`src/hw/sfc_map.svh`:
```
// Named constants for the supersampled frequency counter
`ifndef SFC_MAP_SVH
`define SFC_MAP_SVH
`define SFC_ST_IDLE     3'h1
`define SFC_ST_ARMED    3'h2
`define SFC_ST_RUN      3'h4
`define SFC_STAT_BUSY   0
`define SFC_STAT_FIRST  1
`define SFC_MIN_EVENTS  2
`define SFC_ONE         1
`define SFC_DEF_SS      1
`define SFC_DEF_WIDTH   32
`endif

```
`src/hw/sfc_pkg.sv`:
```
// Types shared by the supersampled frequency counter
`include "sfc_map.svh"
package sfc_pkg;
    typedef enum logic [2:0] {
        SFC_IDLE  = `SFC_ST_IDLE,
        SFC_ARMED = `SFC_ST_ARMED,
        SFC_RUN   = `SFC_ST_RUN
    } sfc_state_t;
endpackage : sfc_pkg

```
`src/hw/sfc_lane_scan.sv`:
```
// Per-word trigger lane scan: event count, first and last set lane
`timescale 1ns/1ps
module sfc_lane_scan import sfc_pkg::*; #(
    parameter int SS = `SFC_DEF_SS,
    parameter int LW = 1,
    parameter int CW = 1
) (
    input  wire logic [SS-1:0] lanes,
    output logic               any_set,
    output logic [CW-1:0]      set_count,
    output logic [LW-1:0]      first_idx,
    output logic [LW-1:0]      last_idx
);
    // Lane 0 is the earliest sample of the word
    always_comb begin
        any_set   = 1'b0;
        set_count = '0;
        first_idx = '0;
        last_idx  = '0;
        for (int i = SS - 1; i >= 0; i--) begin
            if (lanes[i]) begin
                first_idx = LW'(i);
            end
        end
        for (int i = 0; i < SS; i++) begin
            if (lanes[i]) begin
                any_set   = 1'b1;
                set_count = set_count + CW'(`SFC_ONE);
                last_idx  = LW'(i);
            end
        end
    end
endmodule : sfc_lane_scan

```
`src/hw/sfc_frequency_counter.sv`:
```
// Supersampled frequency counter: window control, event tally and result hold
// Notes on behaviour
// - Window clock count advances only on cycles with trigger lanes valid high.
// - Window length is a count of valid clocks, one supersampled word each.
// - Every set lane bit is one trigger event; many per clock possible.
// - Trigger lane input width equals the supersample parameter.
// - Start begins a measurement; held high, measurements follow back to back.
// - Start-on-first-edge 0 opens at start; 1 opens at first event after start.
// - Period count and elapsed samples are held from end to next end.
// - Period count is events in the window minus one, or zero with under two events.
// - Elapsed samples is first-to-last event distance in samples.
// - Status bit 0 is high while a measurement is in progress.
// - Status bit 1 is high once the first event of this measurement is seen.
// - Status 01 with start-on-first-edge means armed, awaiting first event.
// - Counter width parameter, default 32, sizes counters and value ports.
`timescale 1ns/1ps
module sfc_frequency_counter import sfc_pkg::*; #(
    parameter int SS = `SFC_DEF_SS,
    parameter int W  = `SFC_DEF_WIDTH
) (
    input  wire logic         clk,
    input  wire logic         rstn,
    input  wire logic         ce,
    input  wire logic         start,
    input  wire logic         start_on_first_edge,
    input  wire logic [SS-1:0] trigger_lanes,
    input  wire logic         trigger_lanes_valid,
    input  wire logic [W-1:0] window_length,
    output logic      [W-1:0] period_count,
    output logic      [W-1:0] elapsed_samples,
    output logic      [1:0]   status,
    output logic              measure_done
);
    localparam int LW = (SS > 1) ? $clog2(SS) : 1;
    localparam int CW = $clog2(SS + 1);
    localparam logic [W-1:0] SS_W = W'(SS);

    typedef struct packed {
        sfc_state_t     st;
        logic [W-1:0]   win;
        logic [W-1:0]   ev;
        logic [W-1:0]   cur;
        logic [W-1:0]   last_pos;
        logic [LW-1:0]  first_lane;
        logic           first_seen;
        logic [W-1:0]   period;
        logic [W-1:0]   elapsed;
        logic           done;
    } sfc_regs_t;

    sfc_regs_t r_reg;
    sfc_regs_t r_next;
    logic          any_set;
    logic [CW-1:0] set_count;
    logic [LW-1:0] first_idx;
    logic [LW-1:0] last_idx;
    logic          open_win;
    logic          cap;

    // Lane scan of the current word
    sfc_lane_scan #(.SS(SS), .LW(LW), .CW(CW)) u_scan (
        .lanes     (trigger_lanes),
        .any_set   (any_set),
        .set_count (set_count),
        .first_idx (first_idx),
        .last_idx  (last_idx)
    );

    // Next-state logic
    always_comb begin
        r_next      = r_reg;
        r_next.done = 1'b0;
        open_win    = 1'b0;
        cap         = 1'b0;
        case (r_reg.st)
            SFC_IDLE: begin
                if (start) begin
                    r_next.first_seen = 1'b0;
                    r_next.win        = '0;
                    r_next.ev         = '0;
                    if (start_on_first_edge) begin
                        r_next.st = SFC_ARMED;
                    end else begin
                        r_next.st = SFC_RUN;
                        open_win  = 1'b1;
                    end
                end
            end
            SFC_ARMED: begin
                if (trigger_lanes_valid && any_set) begin
                    r_next.st = SFC_RUN;
                    open_win  = 1'b1;
                end
            end
            SFC_RUN: begin
                open_win = 1'b1;
            end
            default: begin
                r_next.st = SFC_IDLE;
            end
        endcase
        // Count one valid word of the window
        if (open_win && trigger_lanes_valid) begin
            r_next.win = r_next.win + W'(`SFC_ONE);
            r_next.ev  = r_next.ev + W'(set_count);
            if (r_next.first_seen) begin
                r_next.cur = r_next.cur + W'(`SFC_ONE);
                if (any_set) begin
                    r_next.last_pos = r_next.cur * SS_W + W'(last_idx);
                end
            end else if (any_set) begin
                r_next.first_seen = 1'b1;
                r_next.cur        = '0;
                r_next.first_lane = first_idx;
                r_next.last_pos   = W'(last_idx);
            end
            if (r_next.win >= window_length) begin
                cap         = 1'b1;
                r_next.st   = SFC_IDLE;
                r_next.done = 1'b1;
                if (r_next.ev >= W'(`SFC_MIN_EVENTS)) begin
                    r_next.period  = r_next.ev - W'(`SFC_ONE);
                    r_next.elapsed = r_next.last_pos - W'(r_next.first_lane);
                end else begin
                    r_next.period  = '0;
                    r_next.elapsed = '0;
                end
            end
        end
    end

    // State register, frozen while ce is low
    always_ff @(posedge clk or negedge rstn) begin
        if (!rstn) begin
            r_reg <= '{st: SFC_IDLE, default: '0};
        end else if (ce) begin
            r_reg <= r_next;
        end
    end

    // Outputs from state flops
    assign period_count                 = r_reg.period;
    assign elapsed_samples              = r_reg.elapsed;
    assign status[`SFC_STAT_BUSY]       = (r_reg.st != SFC_IDLE);
    // First-event flag belongs to the running measurement only, so it drops at the end
    assign status[`SFC_STAT_FIRST]      = r_reg.first_seen && (r_reg.st != SFC_IDLE);
    assign measure_done                 = r_reg.done;
endmodule : sfc_frequency_counter

```
`config.mk`:
```
export PLATFORM = sky130hd
export DESIGN_NAME = sfc_frequency_counter
export DESIGN_NICKNAME = d
export VERILOG_FILES = /design/src/hw/sfc_pkg.sv /design/src/hw/sfc_lane_scan.sv /design/src/hw/sfc_frequency_counter.sv
export VERILOG_INCLUDE_DIRS = /design/src /design/src/hw
export SDC_FILE = /design/constraint.sdc
export NUM_CORES = 1
export LEC_CHECK = 0
export BUFFER_PORTS_ARGS = -buffer_cell sky130_fd_sc_hd__buf_2
export CAP_MARGIN = 20
export CORE_MARGIN = 2
export CORE_UTILIZATION = 66
export CTS_BUF_LIST = sky130_fd_sc_hd__clkbuf_16
export CTS_CLUSTER_DIAMETER = 80
export CTS_CLUSTER_SIZE = 30
export DETAILED_ROUTE_END_ITERATION = 10
export HOLD_SLACK_MARGIN = 0.02
export PLACE_DENSITY = 0.86
export SETUP_SLACK_MARGIN = 0.1
export SLEW_MARGIN = 20
export SYNTH_ARGS = -nofsm -noshare
export SYNTH_HDL_FRONTEND = slang
export SYNTH_SLANG_ARGS = --single-unit
export TNS_END_PERCENT = 10
```
`constraint.sdc`:
```
create_clock -name clk -period 9.3 [get_ports clk]
set_clock_uncertainty 0.2 [all_clocks]
set_input_delay 1.86 -clock clk [delete_from_list [all_inputs] [get_ports clk]]
set_output_delay 1.86 -clock clk [all_outputs]
set_load 0.1 [all_outputs]
```
# After elaboration in Yosys (flattened, before gate mapping)
# Cells that the tools add are included.
dict set report word_totals {
  register_bits 198
  in_bits 39
  out_inout_bits 67
  elab_cells 50
}
dict set report classes {
  add_sub_neg 5
  magnitude_cmp 2
  n_eq_ne 5
  n_mux 22
  reduce_logical 6
}
# operator n
set op_table {}
lappend op_table {{64-bit two-way mux} 4}
lappend op_table {{198-bit two-way mux} 1}
lappend op_table {{67-bit two-way mux} 1}
lappend op_table {{66-bit two-way mux} 1}
lappend op_table {{65-bit two-way mux} 1}
lappend op_table {{32-bit by 1-bit adder with 32-bit output, second input constant} 2}
lappend op_table {{32-bit by 1-bit adder with 32-bit output} 1}
lappend op_table {{32-bit by 2-bit greater-or-equal comparator with 1-bit output, second input constant} 1}
lappend op_table {{32-bit greater-or-equal comparator} 1}
lappend op_table {{32-bit two-way mux} 1}
lappend op_table {{32-bit by 1-bit subtractor with 32-bit output} 1}
lappend op_table {{32-bit by 1-bit subtractor with 32-bit output, second input constant} 1}
lappend op_table {{3-bit two-way mux} 3}
lappend op_table {{3-bit one-hot mux with 3 select lines} 1}
lappend op_table {{1-bit two-way mux} 6}
lappend op_table {{3-bit AND reduction} 2}
lappend op_table {{2-bit two-way mux} 2}
lappend op_table {{3-bit by 1-bit == test with 1-bit output, second input constant} 1}
lappend op_table {{3-bit by 2-bit == test with 1-bit output, second input constant} 1}
lappend op_table {{3-bit == test, second input constant} 1}
lappend op_table {{1-bit logical AND} 3}
lappend op_table {{3-bit by 1-bit != test with 1-bit output, second input constant} 1}
lappend op_table {{3-bit by 2-bit != test with 1-bit output, second input constant} 1}
lappend op_table {{1-bit one-hot mux with 3 select lines} 1}
lappend op_table {{2-bit AND reduction} 1}

# Longest topological paths before layout
# Gate-level depths: netlist of run 1.
dict set report logic_depth {
  ltp_word 10
  depth_mapped 32
  depth_no_buf 22
}

# Hierarchy
# A second synthesis of run 1 with hierarchy kept.
dict set report unflattened {
  cells_unflattened 1739
  hier_area_um2 14208.6
}
# mod n_inst cells_per_inst area_per_inst_um2
set by_module_without_submodules {}
lappend by_module_without_submodules {sfc_frequency_counter 1 1734 14174.8}
lappend by_module_without_submodules {sfc_lane_scan 1 5 33.8}

# Worst setup path before layout of run 1
# Ideal clock, no wire load.
dict set report synth_path {
  path_type {input-to-reg}
  startpoint {in start}
  endpoint {reg r_reg, in the netlist elapsed_samples[11]}
  arrival_time_ps 7226
  required_time_ps 9005
  slack_ps 1779
  stages 31
  path_cell_list {nand4bb_1 > buf_4 > buf_6 > buf_6 > buf_6 > clkbuf_1 > clkbuf_1 > clkbuf_1 > and2_1 > ha_1 > nand3_1 > nor2_1 > nand4_1 > or3_1 > clkbuf_1 > nor2_2 > and4_1 > nand4_1 > xnor2_1 > nor2_1 > ha_1 > nand4_1 > nor3_1 > nor3b_1 > o21ai_0 > o211ai_1 > a31oi_1 > nand2b_1 > clkbuf_1 > clkbuf_1 > o31ai_1}
}
dict set report synth_between {
  elab_chain_cells 6
  elab_cells_between_ends 18
  classes_between {add/sub: 3; order compare: 2; mux: 11; reduce/logical: 2}
}
# element line_no
set synth_lines {}
lappend synth_lines {{from (decl)} sfc_frequency_counter.sv:24} ;# input wire logic start,
lappend synth_lines {{branches (longest 6 deep; another with 32-bit by 1-bit adder with 32-bit output)} -}
lappend synth_lines {{to (signal assigned)} sfc_frequency_counter.sv:137} ;# r_reg <= r_next;
lappend synth_lines {{to (decl)} sfc_frequency_counter.sv:51} ;# sfc_regs_t r_reg;
# Parallel ways; which one is timed is not known. The select of a mux whose other input is x is not followed.
# A chain may end at the register's enable or synchronous reset.

# Worst setup path after layout of run 1
dict set report layout_path {
  startpoint {in start}
  endpoint {reg r_reg, in the netlist elapsed_samples[30]}
}
# The elaborated chain is that of the path after synthesis.

==> out/qor.yml, run 1 <==
outcome: "finished clean"
drcViolationCount: 0
grt_use_total: 0.329
io_pins: 106
vias: 12700
dp_hpwl_mm: 25.1
rsz0062_at_grt: "no"
num_rows: 52
diodes: 0
antenna_found_initial: 0
die_h_um: 149
fin_crit_sh: 0.820
wl_per_cell_um: 18.9
hold_violations: 0
cts-root-buf: "clkbuf_16"
synth_edf_count: 0
setup_viol: 0
drt_iter0_markers: 1541
place_congestion: 0.914
syn_area_um2: 13800
total_power_w: 0.00267
fin_worst_hold_slack_ps: 278
viasPerCell: 6.56
postCtsHoldBufs: 0
critPathMaxFanout: 67
relSlewSlack: 0.276
fin_cells: 1927
cp_common_cell: "nand4_1"
avgSynthCellArea_um2: 8.22
drive_above_1_share: 0.110
cts.sinks: 198
tritoncts: "done"
worst_slew_pin_slew_ps: 1080
slowest_delay_ps: 800
syn_nets: 1763
cts_setup_buffers: 0
start_util: 0.678
clkTransAtPathRegs_ps: 90
ys.flop_type: "dfrtp_1"
dpl_cell_area_um2: 13900
final_cell_mix: "nand2_1 (236), dfrtp_1 (197), o21ai_0 (120), nor2_1 (116), buf_2 (104)"
h-tree-depth: 4
core_area_um2: 20400
critPathArrivalTime_ps: 7780
synthToLayoutAreaGrowth_pct: 4.80
cp-start-kind: "primary input"
ys_types: 87
crit_chain: "buf_2 > nand4bb_4 > buf_4 > and3_1 > nand4_1 > or3_1 > nor2_2 > and4_1 > nand4_1 > xnor2_1 > nor2_1 > ha_1 > nand4_1 > nor3_1 > nor3b_1 > o21ai_0 > o211ai_1 > a31oi_1 > nor2_1 > nand2_1 > o31ai_1"
grt_max_degree: 94
placed_cells: 1895
io_buffers: 105
ys_warn_count: 0
final_common_cell: "nand2_1"
finalInstanceArea_um2: 14500
drt-pass1-iter-count: 8
grt_pass1_wl_mm: 58.7
fp.dieW_um: 149
grt_pass1_vias: 11600
cts_max_path_buffers: 2
synth_cells: 1684
synthArstFlopShare: 1.00
dieArea_um2: 22200
finish.net_count: 1723
largest_register_ffs: 133
slew_viol_final: 0
tns_ps: 0
clock.fmax_mhz: 131
hold_path.class: "reg2reg"
clk_latency_ps: 460
ys_seq_area_frac: 0.358
required_ps: 9460
cts_resized: 0
worst-setup-path-type: "in2reg"
wl_mm: 36.5
cpMaxStageDelayCell: "nand2_1"
p_per_area_nw_per_um2: 184
fillCellCount: 1559
cts-buffers-inserted: 17
crit_path_end_kind: "flop"
leakage_nw: 6.33
ys_ff_latch: 198
cap_violations: 0
grt_overflow_total: 0
ir_drop_mv: 0.252
period_needed_ps: 7620
antenna_left: 0
==> final cells by class <==
type / count / area (um^2) / area share
inverters: 61 / 229 / 0.0158
flip-flops and latches: 198 / 4960 / 0.342
clock inverters: 15 / 228 / 0.0157
repair buffers: 119 / 639 / 0.0441
well taps: 270 / 338 / 0.0233
clock buffers: 17 / 425 / 0.0293
multi-input cells: 1247 / 7700 / 0.530
==> per-stage QoR <==
step / utilization / setup slack [ps]
2_1_floorplan: - / 1780
3_3_place_gp: 0.678 / 1580
3_5_place_dp: 0.678 / 1350
4_1_cts: 0.710 / 1800
5_1_grt: 0.710 / 1280
6_report: 0.710 / 1680
==> cell families after synthesis <==
| family | count (synthesis) | synth area share |
|---|---|---|
| AND/OR/NAND/NOR | 651 | 0.238 |
| flip-flops | 198 | 0.358 |
| adder cells (fa/ha/maj) | 40 | 0.0361 |
| AO/OA/AOI/OAI | 431 | 0.198 |
| XOR/XNOR | 108 | 0.0683 |
| multiplexers | 17 | 0.0125 |
| buffers and inverters | 239 | 0.0891 |
==> cells in the mapped netlist (4+ instances only) <==
cell type | instances | area [um^2]
a211oi_1 | 8 | 60.1
a21o_1 | 14 | 105
a21oi_1 | 82 | 410
a221oi_1 | 4 | 35.0
a22o_1 | 38 | 333
a22oi_1 | 4 | 30.0
a31oi_1 | 10 | 62.6
and2_1 | 11 | 68.8
and3_1 | 26 | 163
and4_1 | 15 | 131
buf_1 | 8 | 30.0
buf_2 | 19 | 95.1
buf_4 | 77 | 578
clkbuf_1 | 70 | 263
dfrtp_1 | 197 | 4930
ha_1 | 40 | 500
inv_1 | 61 | 229
mux2i_1 | 15 | 150
nand2_1 | 236 | 886
nand2b_1 | 14 | 87.6
nand3_1 | 54 | 270
nand3b_1 | 6 | 45.0
nand4_1 | 34 | 213
nor2_1 | 117 | 439
nor2b_1 | 6 | 37.5
nor3_1 | 40 | 200
nor3b_1 | 4 | 30.0
nor4_1 | 25 | 156
o211ai_1 | 5 | 37.5
o21ai_0 | 120 | 601
o21ai_1 | 35 | 175
o22ai_1 | 10 | 62.6
o31a_1 | 7 | 61.3
o31ai_1 | 56 | 420
or3_1 | 26 | 163
or4_1 | 8 | 60.1
xnor2_1 | 54 | 473
xor2_1 | 54 | 473
==> report_power, final <==
part	switching [W]	leakage (nW)	internal, W
logic	0.000577	3.36	0.000262
clock network	0.000421	0.312	0.000381
registers	0.0000815	2.66	0.000949
total	0.00108	6.33	0.00159
==> worst max-delay path: cells and delay by family <==
kind	cells	cell delay [ps]
simple gates	13	3790
compound gates	4	800
buf+inv	2	730
fa+ha+maj	1	330
xor+xnor	1	230
==> path summary, 6_finish.rpt <==
check                                   startpoint                   to  slack [ps]  cells after the start
worst max register to register          r_reg[197]  elapsed_samples[30]        2640                     20
worst min-delay path            elapsed_samples[3]   elapsed_samples[3]         280                      2
worst min register to register  elapsed_samples[3]   elapsed_samples[3]         280                      2
min in group asynchronous                     rstn     period_count[12]        1220                      1
worst max-delay path                         start  elapsed_samples[30]        1680                     21
max in group asynchronous                     rstn           r_reg[118]        6360                      2
==> layer usage <==
layer  GRT usage  wire length [um]  up-vias
li1            -                 -     5873
met1       0.481             15800     6019
met2       0.502             16500      683
met3      0.0523              3480       75
met4       0.113               665        0
met5           0                 0        -
Note: power is estimated with default switching activity, not from simulation.
==> inputs of run 2 (changes only) <==
CORE_UTILIZATION = 62   (was 66)
PLACE_DENSITY = 0.82   (was 0.86)
clock period = 7.7 ns   (was 9.3 ns; I/O delays follow)
==> out/qor.yml, run 2 (synthesized netlist as in run 1, its figures left out) <==
outcome: "finished clean"
clkTransAtPathRegs_ps: 80  # about the same
rsz0062_at_grt: "no"
wl_mm: 37.0  # +1.6%
cp_common_cell: "nand4_1"
r2r_start: "r_reg[197]"
setup_viol: 0  # unchanged
fin_worst_hold_slack_ps: 275  # -3.16 ps
drt_iter0_markers: 1606  # +4.2%
cts_max_path_buffers: 2  # unchanged
fillCellCount: 1792  # +15%
p_switching_w: 0.00126  # +17%
slowest_delay_ps: 490  # -310 ps
start_util: 0.633  # -0.0452
tns_ps: 0  # unchanged
cts.sinks: 198  # unchanged
core_area_um2: 21900  # +7.2%
drt-pass1-iter-count: 5  # -3
tritoncts: "done"
r2r-end: "elapsed_samples[2]"
worst-setup-path-type: "in2reg"
multiInputGateArea_um2: 7700  # unchanged
reg2regPathDepth: 22  # +10%
grt_use_total: 0.314  # -0.0147
combPwrFrac: 0.321  # +0.007
regArea_um2: 4960  # unchanged
vias: 12600  # -0.40%
cpMaxStageDelayCell: "or3_1"
io_buffers: 105  # unchanged
wl_per_cell_um: 19.0  # +0.61%
cts-buffers-inserted: 17  # unchanged
p_per_area_nw_per_um2: 218  # +19%
worst_slew_pin_slew_ps: 1020  # -66.9 ps
clk_latency_ps: 450  # about the same
grt_max_degree: 74  # -21%
seq_power_share: 0.390  # +0.004
hold_path.class: "reg2reg"
required_ps: 7840  # -1620 ps
clock.fmax_mhz: 152
postCtsHoldBufs: 0  # unchanged
io_pins: 106  # unchanged
viasPerCell: 6.48  # -1.3%
final_cell_mix: "nand2_1 (236), dfrtp_1 (197), o21ai_0 (120), nor2_1 (116), buf_2 (104)"
crit_chain: "buf_2 > nand4bb_4 > and2_1 > ha_1 > nand3_1 > nor2_1 > nand4_1 > or3_1 > nor2_2 > and4_1 > nand4_1 > xnor2_1 > nor2_1 > ha_1 > nand4_1 > nor3_1 > nor3b_1 > o21ai_0 > o211ai_1 > a31oi_1 > nand2b_4 > buf_4 > o31ai_1"
drive_above_1_share: 0.114  # +0.00314
fin_crit_sh: 0.852
period_needed_ps: 6560
ir_drop_mv: 0.233  # -7.7%
placed_cells: 1912  # +0.90%
relSlewSlack: 0.322  # +0.0463
cts-root-buf: "clkbuf_16"
grt_pass1_vias: 11700  # +0.72%
swShare: 0.398  # -0.00565
r2r_setup_slack_ps: 1830  # -810 ps
cts_resized: 0  # unchanged
dp_hpwl_mm: 26.0  # +3.9%
critPathArrivalTime_ps: 6700  # -1080 ps
intPower_w: 0.00191  # +20%
h-tree-depth: 4  # unchanged
final_common_cell: "nand2_1"
grt_overflow_total: 0  # unchanged
die_h_um: 153  # +3.1%
fp.dieW_um: 153  # +3.1%
critPathMaxFanout: 48  # -28%
place_congestion: 0.937  # +2.4%
largest_register_ffs: 133  # unchanged
cts_setup_buffers: 0  # unchanged
crit_path_end_kind: "flop"
leakage_nw: 6.34  # +0.14%
worstSetupEndpoint: "elapsed_samples[2]"
antenna_found_initial: 2  # +2
cap_violations: 0  # unchanged
cp-start-kind: "primary input"
num_rows: 54  # +3.8%
total_power_w: 0.00317  # +19%
antenna_left: 0  # unchanged
cp-startpoint: "start"
p_clk_frac: 0.289  # -0.011
synthToLayoutAreaGrowth_pct: 4.89  # about the same
finish.net_count: 1730  # +0.41%
drcViolationCount: 0  # unchanged
hold_violations: 0  # unchanged
dieArea_um2: 23500  # +6.3%
fin_cells: 1945  # +0.93%
slew_viol_final: 0  # unchanged
final_util: 0.663  # -0.0468
grt_pass1_wl_mm: 60.9  # +3.6%
==> run 2: layout make-up <==
type	count	share of cell area
Inverter	61	0.0158
Tap cell	280	0.0241
Timing Repair Buffer	126	0.0476
Clock inverter	15	0.0119
Multi-Input combinational cell	1247	0.530
Sequential cell	198	0.341
Clock buffer	17	0.0293
Antenna cell	1	0.000172
==> run 2: metal layers <==
layer  GRT usage  vias to the layer above  routed length [um]
met2       0.469                      675               16300
met5           0                        -                   0
met4      0.0839                        0                 688
met1       0.468                     5970               16500
met3      0.0632                       72                3540
li1            -                     5882                   -
==> run 2: worst max-delay path, delay by kind of cell <==
kind	cells	cell delay, ps
AOI/OAI and AO/OA	4	720
xor gates and xnor gates	1	190
and+or+nand+nor	14	3240
adders and majority gates	2	520
buffers and inverters	2	460
==> run 2: power groups by stage <==
stage | sequential (W) | clock, W | combinational, W
detailed placement | 0.00125 | 0 | 0.000993
CTS | 0.00123 | 0.000917 | 0.00100
global placement | 0.00125 | 0 | 0.000970
global route | 0.00125 | 0.000962 | 0.00111
floorplan | 0.00122 | 0 | 0.000759
finish | 0.00124 | 0.000917 | 0.00102
==> run 2: worst min path at each step <==
stage | slack [ps] | from | depth (start not counted) | endpoint
after floorplan | 240 | r_reg[131] | 2 | r_reg[131]
after global placement | 260 | period_count[2] | 2 | period_count[2]
after detailed placement | 260 | period_count[2] | 2 | period_count[2]
after CTS | 280 | period_count[2] | 2 | period_count[2]
after global routing | 300 | period_count[30] | 2 | period_count[30]
final | 270 | period_count[2] | 2 | period_count[2]
==> run 2: per-stage QoR <==
stage          cell area, um^2  setup WS [ps]
3_3_place_gp             13900           1170
5_1_grt                  14500            769
6_report                 14500           1140
3_5_place_dp             13900            839
4_1_cts                  14500           1230
2_1_floorplan            13800            499
==> inputs of run 3 (changes only) <==
ABC_AREA = 1   (was not set)
GPL_TIMING_DRIVEN = 0   (was not set)
==> out/qor.yml, run 3 <==
outcome: "finished clean"
required_ps: 7830  # about the same
grt_pass1_vias: 13700  # +17%
tns_ps: 0  # unchanged
place_ws_ps: 517  # -322 ps
fp.dieW_um: 157  # +2.6%
wl_mm: 45.9  # +24%
final_util: 0.698  # +0.0342
p_per_area_nw_per_um2: 366  # +67%
setup_viol: 0  # unchanged
grt_use_total: 0.375  # +0.0607
ir_drop_mv: 0.308  # +32%
wl_per_cell_um: 17.2  # -9.7%
ys_seq_area_frac: 0.339  # -0.0186
cts-buffers-inserted: 17  # unchanged
synth_common_cells: "nand2_1 (681), inv_1 (247), nor2_1 (231)"
cp-start-kind: "primary input"
final_cell_mix: "nand2_1 (681), inv_1 (247), nor2_1 (231), dfrtp_1 (197), o21ai_0 (165)"
worst_slew_pin_slew_ps: 811  # -205 ps
syn_nets: 2288  # +30%
ys_types: 43  # -51%
cpMaxStageDelayCell: "nor4_1"
antenna_found_initial: 0  # -2
viasPerCell: 5.66  # -13%
cp-startpoint: "start"
drcViolationCount: 0  # unchanged
fin_cells: 2667  # +37%
cts.sinks: 198  # unchanged
synth.top_cell.area_share: 0.338  # -0.0185
postCtsHoldBufs: 0  # unchanged
synth_area_leaders: "dfrtp_1 (34%), nand2_1 (18%), inv_1 (6.3%)"
cts-root-buf: "clkbuf_16"
diodes: 0  # -1
num_rows: 56  # +3.7%
synth_top_area_cell: "dfrtp_1"
drt_iter0_markers: 1664  # +3.6%
h-tree-depth: 4  # unchanged
hold_path.class: "reg2reg"
relSlewSlack: 0.456  # +0.133
largest_register_ffs: 133  # unchanged
drt-pass1-iter-count: 5  # unchanged
finish.net_count: 2414  # +40%
synthToLayoutAreaGrowth_pct: 11.1
syn_area_um2: 14600  # +5.5%
final_common_cell: "nand2_1"
grt_overflow_total: 0  # unchanged
grt_max_degree: 77  # +4.1%
die_h_um: 157  # +2.6%
synth_most_common_cell: "nand2_1"
drive_above_1_share: 0.123  # +0.00950
critPathArrivalTime_ps: 7030  # +330 ps
tritoncts: "done"
clk_latency_ps: 450  # about the same
worst_slack_ps: 798  # -341 ps
leakage_nw: 8.46  # +33%
grt_pass1_wl_mm: 71.8  # +18%
critPathMaxFanout: 10  # -79%
rsz0062_at_grt: "no"
dp_hpwl_mm: 35.6  # +37%
placed_cells: 2635  # +38%
period_needed_ps: 6900  # +341 ps
r2r_start: "r_reg[195]"
dieArea_um2: 24800  # +5.3%
vias: 15100  # +20%
clock.fmax_mhz: 145  # -4.9%
synthArstFlopShare: 1.00  # unchanged
ys_warn_count: 0  # unchanged
core_area_um2: 23300  # +6.3%
hold_violations: 0  # unchanged
antenna_left: 0  # unchanged
synth_edf_count: 0  # unchanged
ys.flop_type: "dfrtp_1"
slew_viol_final: 0  # unchanged
slowest_delay_ps: 580  # +90 ps
crit_path_end_kind: "flop"
cap_violations: 0  # unchanged
io_pins: 106  # unchanged
cts_setup_buffers: 0  # unchanged
place_congestion: 0.998  # +6.6%
clkTransAtPathRegs_ps: 90  # about the same
avgSynthCellArea_um2: 6.61  # -20%
hp-start: "period_count[27]"
ys_ff_latch: 198  # unchanged
cts_resized: 0  # unchanged
synth_cells: 2209  # +31%
cts_max_path_buffers: 2  # unchanged
worst-setup-path-type: "in2reg"
fin_crit_sh: 0.896  # +0.0442
io_buffers: 105  # unchanged
start_util: 0.628  # -0.00475
[run 3: report_power, final]
group	total (W)	internal, W	switching, W
sequential	0.00166	0.00138	0.000275
combinational	0.00330	0.000897	0.00241
clock	0.000975	0.000501	0.000474
[run 3: area by class of cell]
class	count	area [um^2]
multi-input combinational	1621	7840
fill	2089	7030
sequential	198	4960
inverter	253	950
buffer	137	861
timing repair buffer	107	591
clock buffer	17	425
tap	319	399
clock inverter	15	210
[run 3: worst max-delay path, delay by kind of cell]
kind	cells	cell delay, ps
buf+inv	9	2050
simple gates	15	2630
compound gates	1	70
xor+xnor	1	120
fa+ha+maj	2	570
[run 3: cell families (layout without fill, tap and decap cells)]
kind of cell               Yosys count  count (layout)  share of synthesized area
buffers and inverters              390             529                      0.124
and+or+nand+nor                   1170            1170                      0.337
adders and majority gates           40              40                     0.0343
DFF                                198             198                      0.339
xor gates and xnor gates            74              74                     0.0444
AOI/OAI and AO/OA                  337             337                      0.121
[run 3: stage by stage]
step,cell area (um^2),hold slack (ps),power (W)
global placement,15500,257,0.00482
global route,16200,306,0.00630
CTS,16200,286,0.00589
finish,16200,289,0.00593
floorplan,14600,242,0.00418
detailed placement,15600,267,0.00491
[run 3: worst paths after layout]
| kind | to | slack, ps | depth (start not counted) |
|---|---|---|---|
| min | period_count[27] | 290 | 2 |
| max | elapsed_samples[1] | 800 | 28 |
| min in group asynchronous | r_reg[123] | 810 | 1 |
| min reg2reg | period_count[27] | 290 | 2 |
| max in group asynchronous | r_reg[195] | 5320 | 3 |
| max reg2reg | elapsed_samples[1] | 1230 | 27 |
[run 3: layer usage]
| layer | vias up | global-route usage | routed length (um) |
|---|---|---|---|
| met5 | - | 0 | 0 |
| met4 | 0 | 0.152 | 1930 |
| met3 | 128 | 0.0619 | 4000 |
| met2 | 737 | 0.605 | 20800 |
| met1 | 7012 | 0.503 | 19200 |
| li1 | 7229 | - | - |
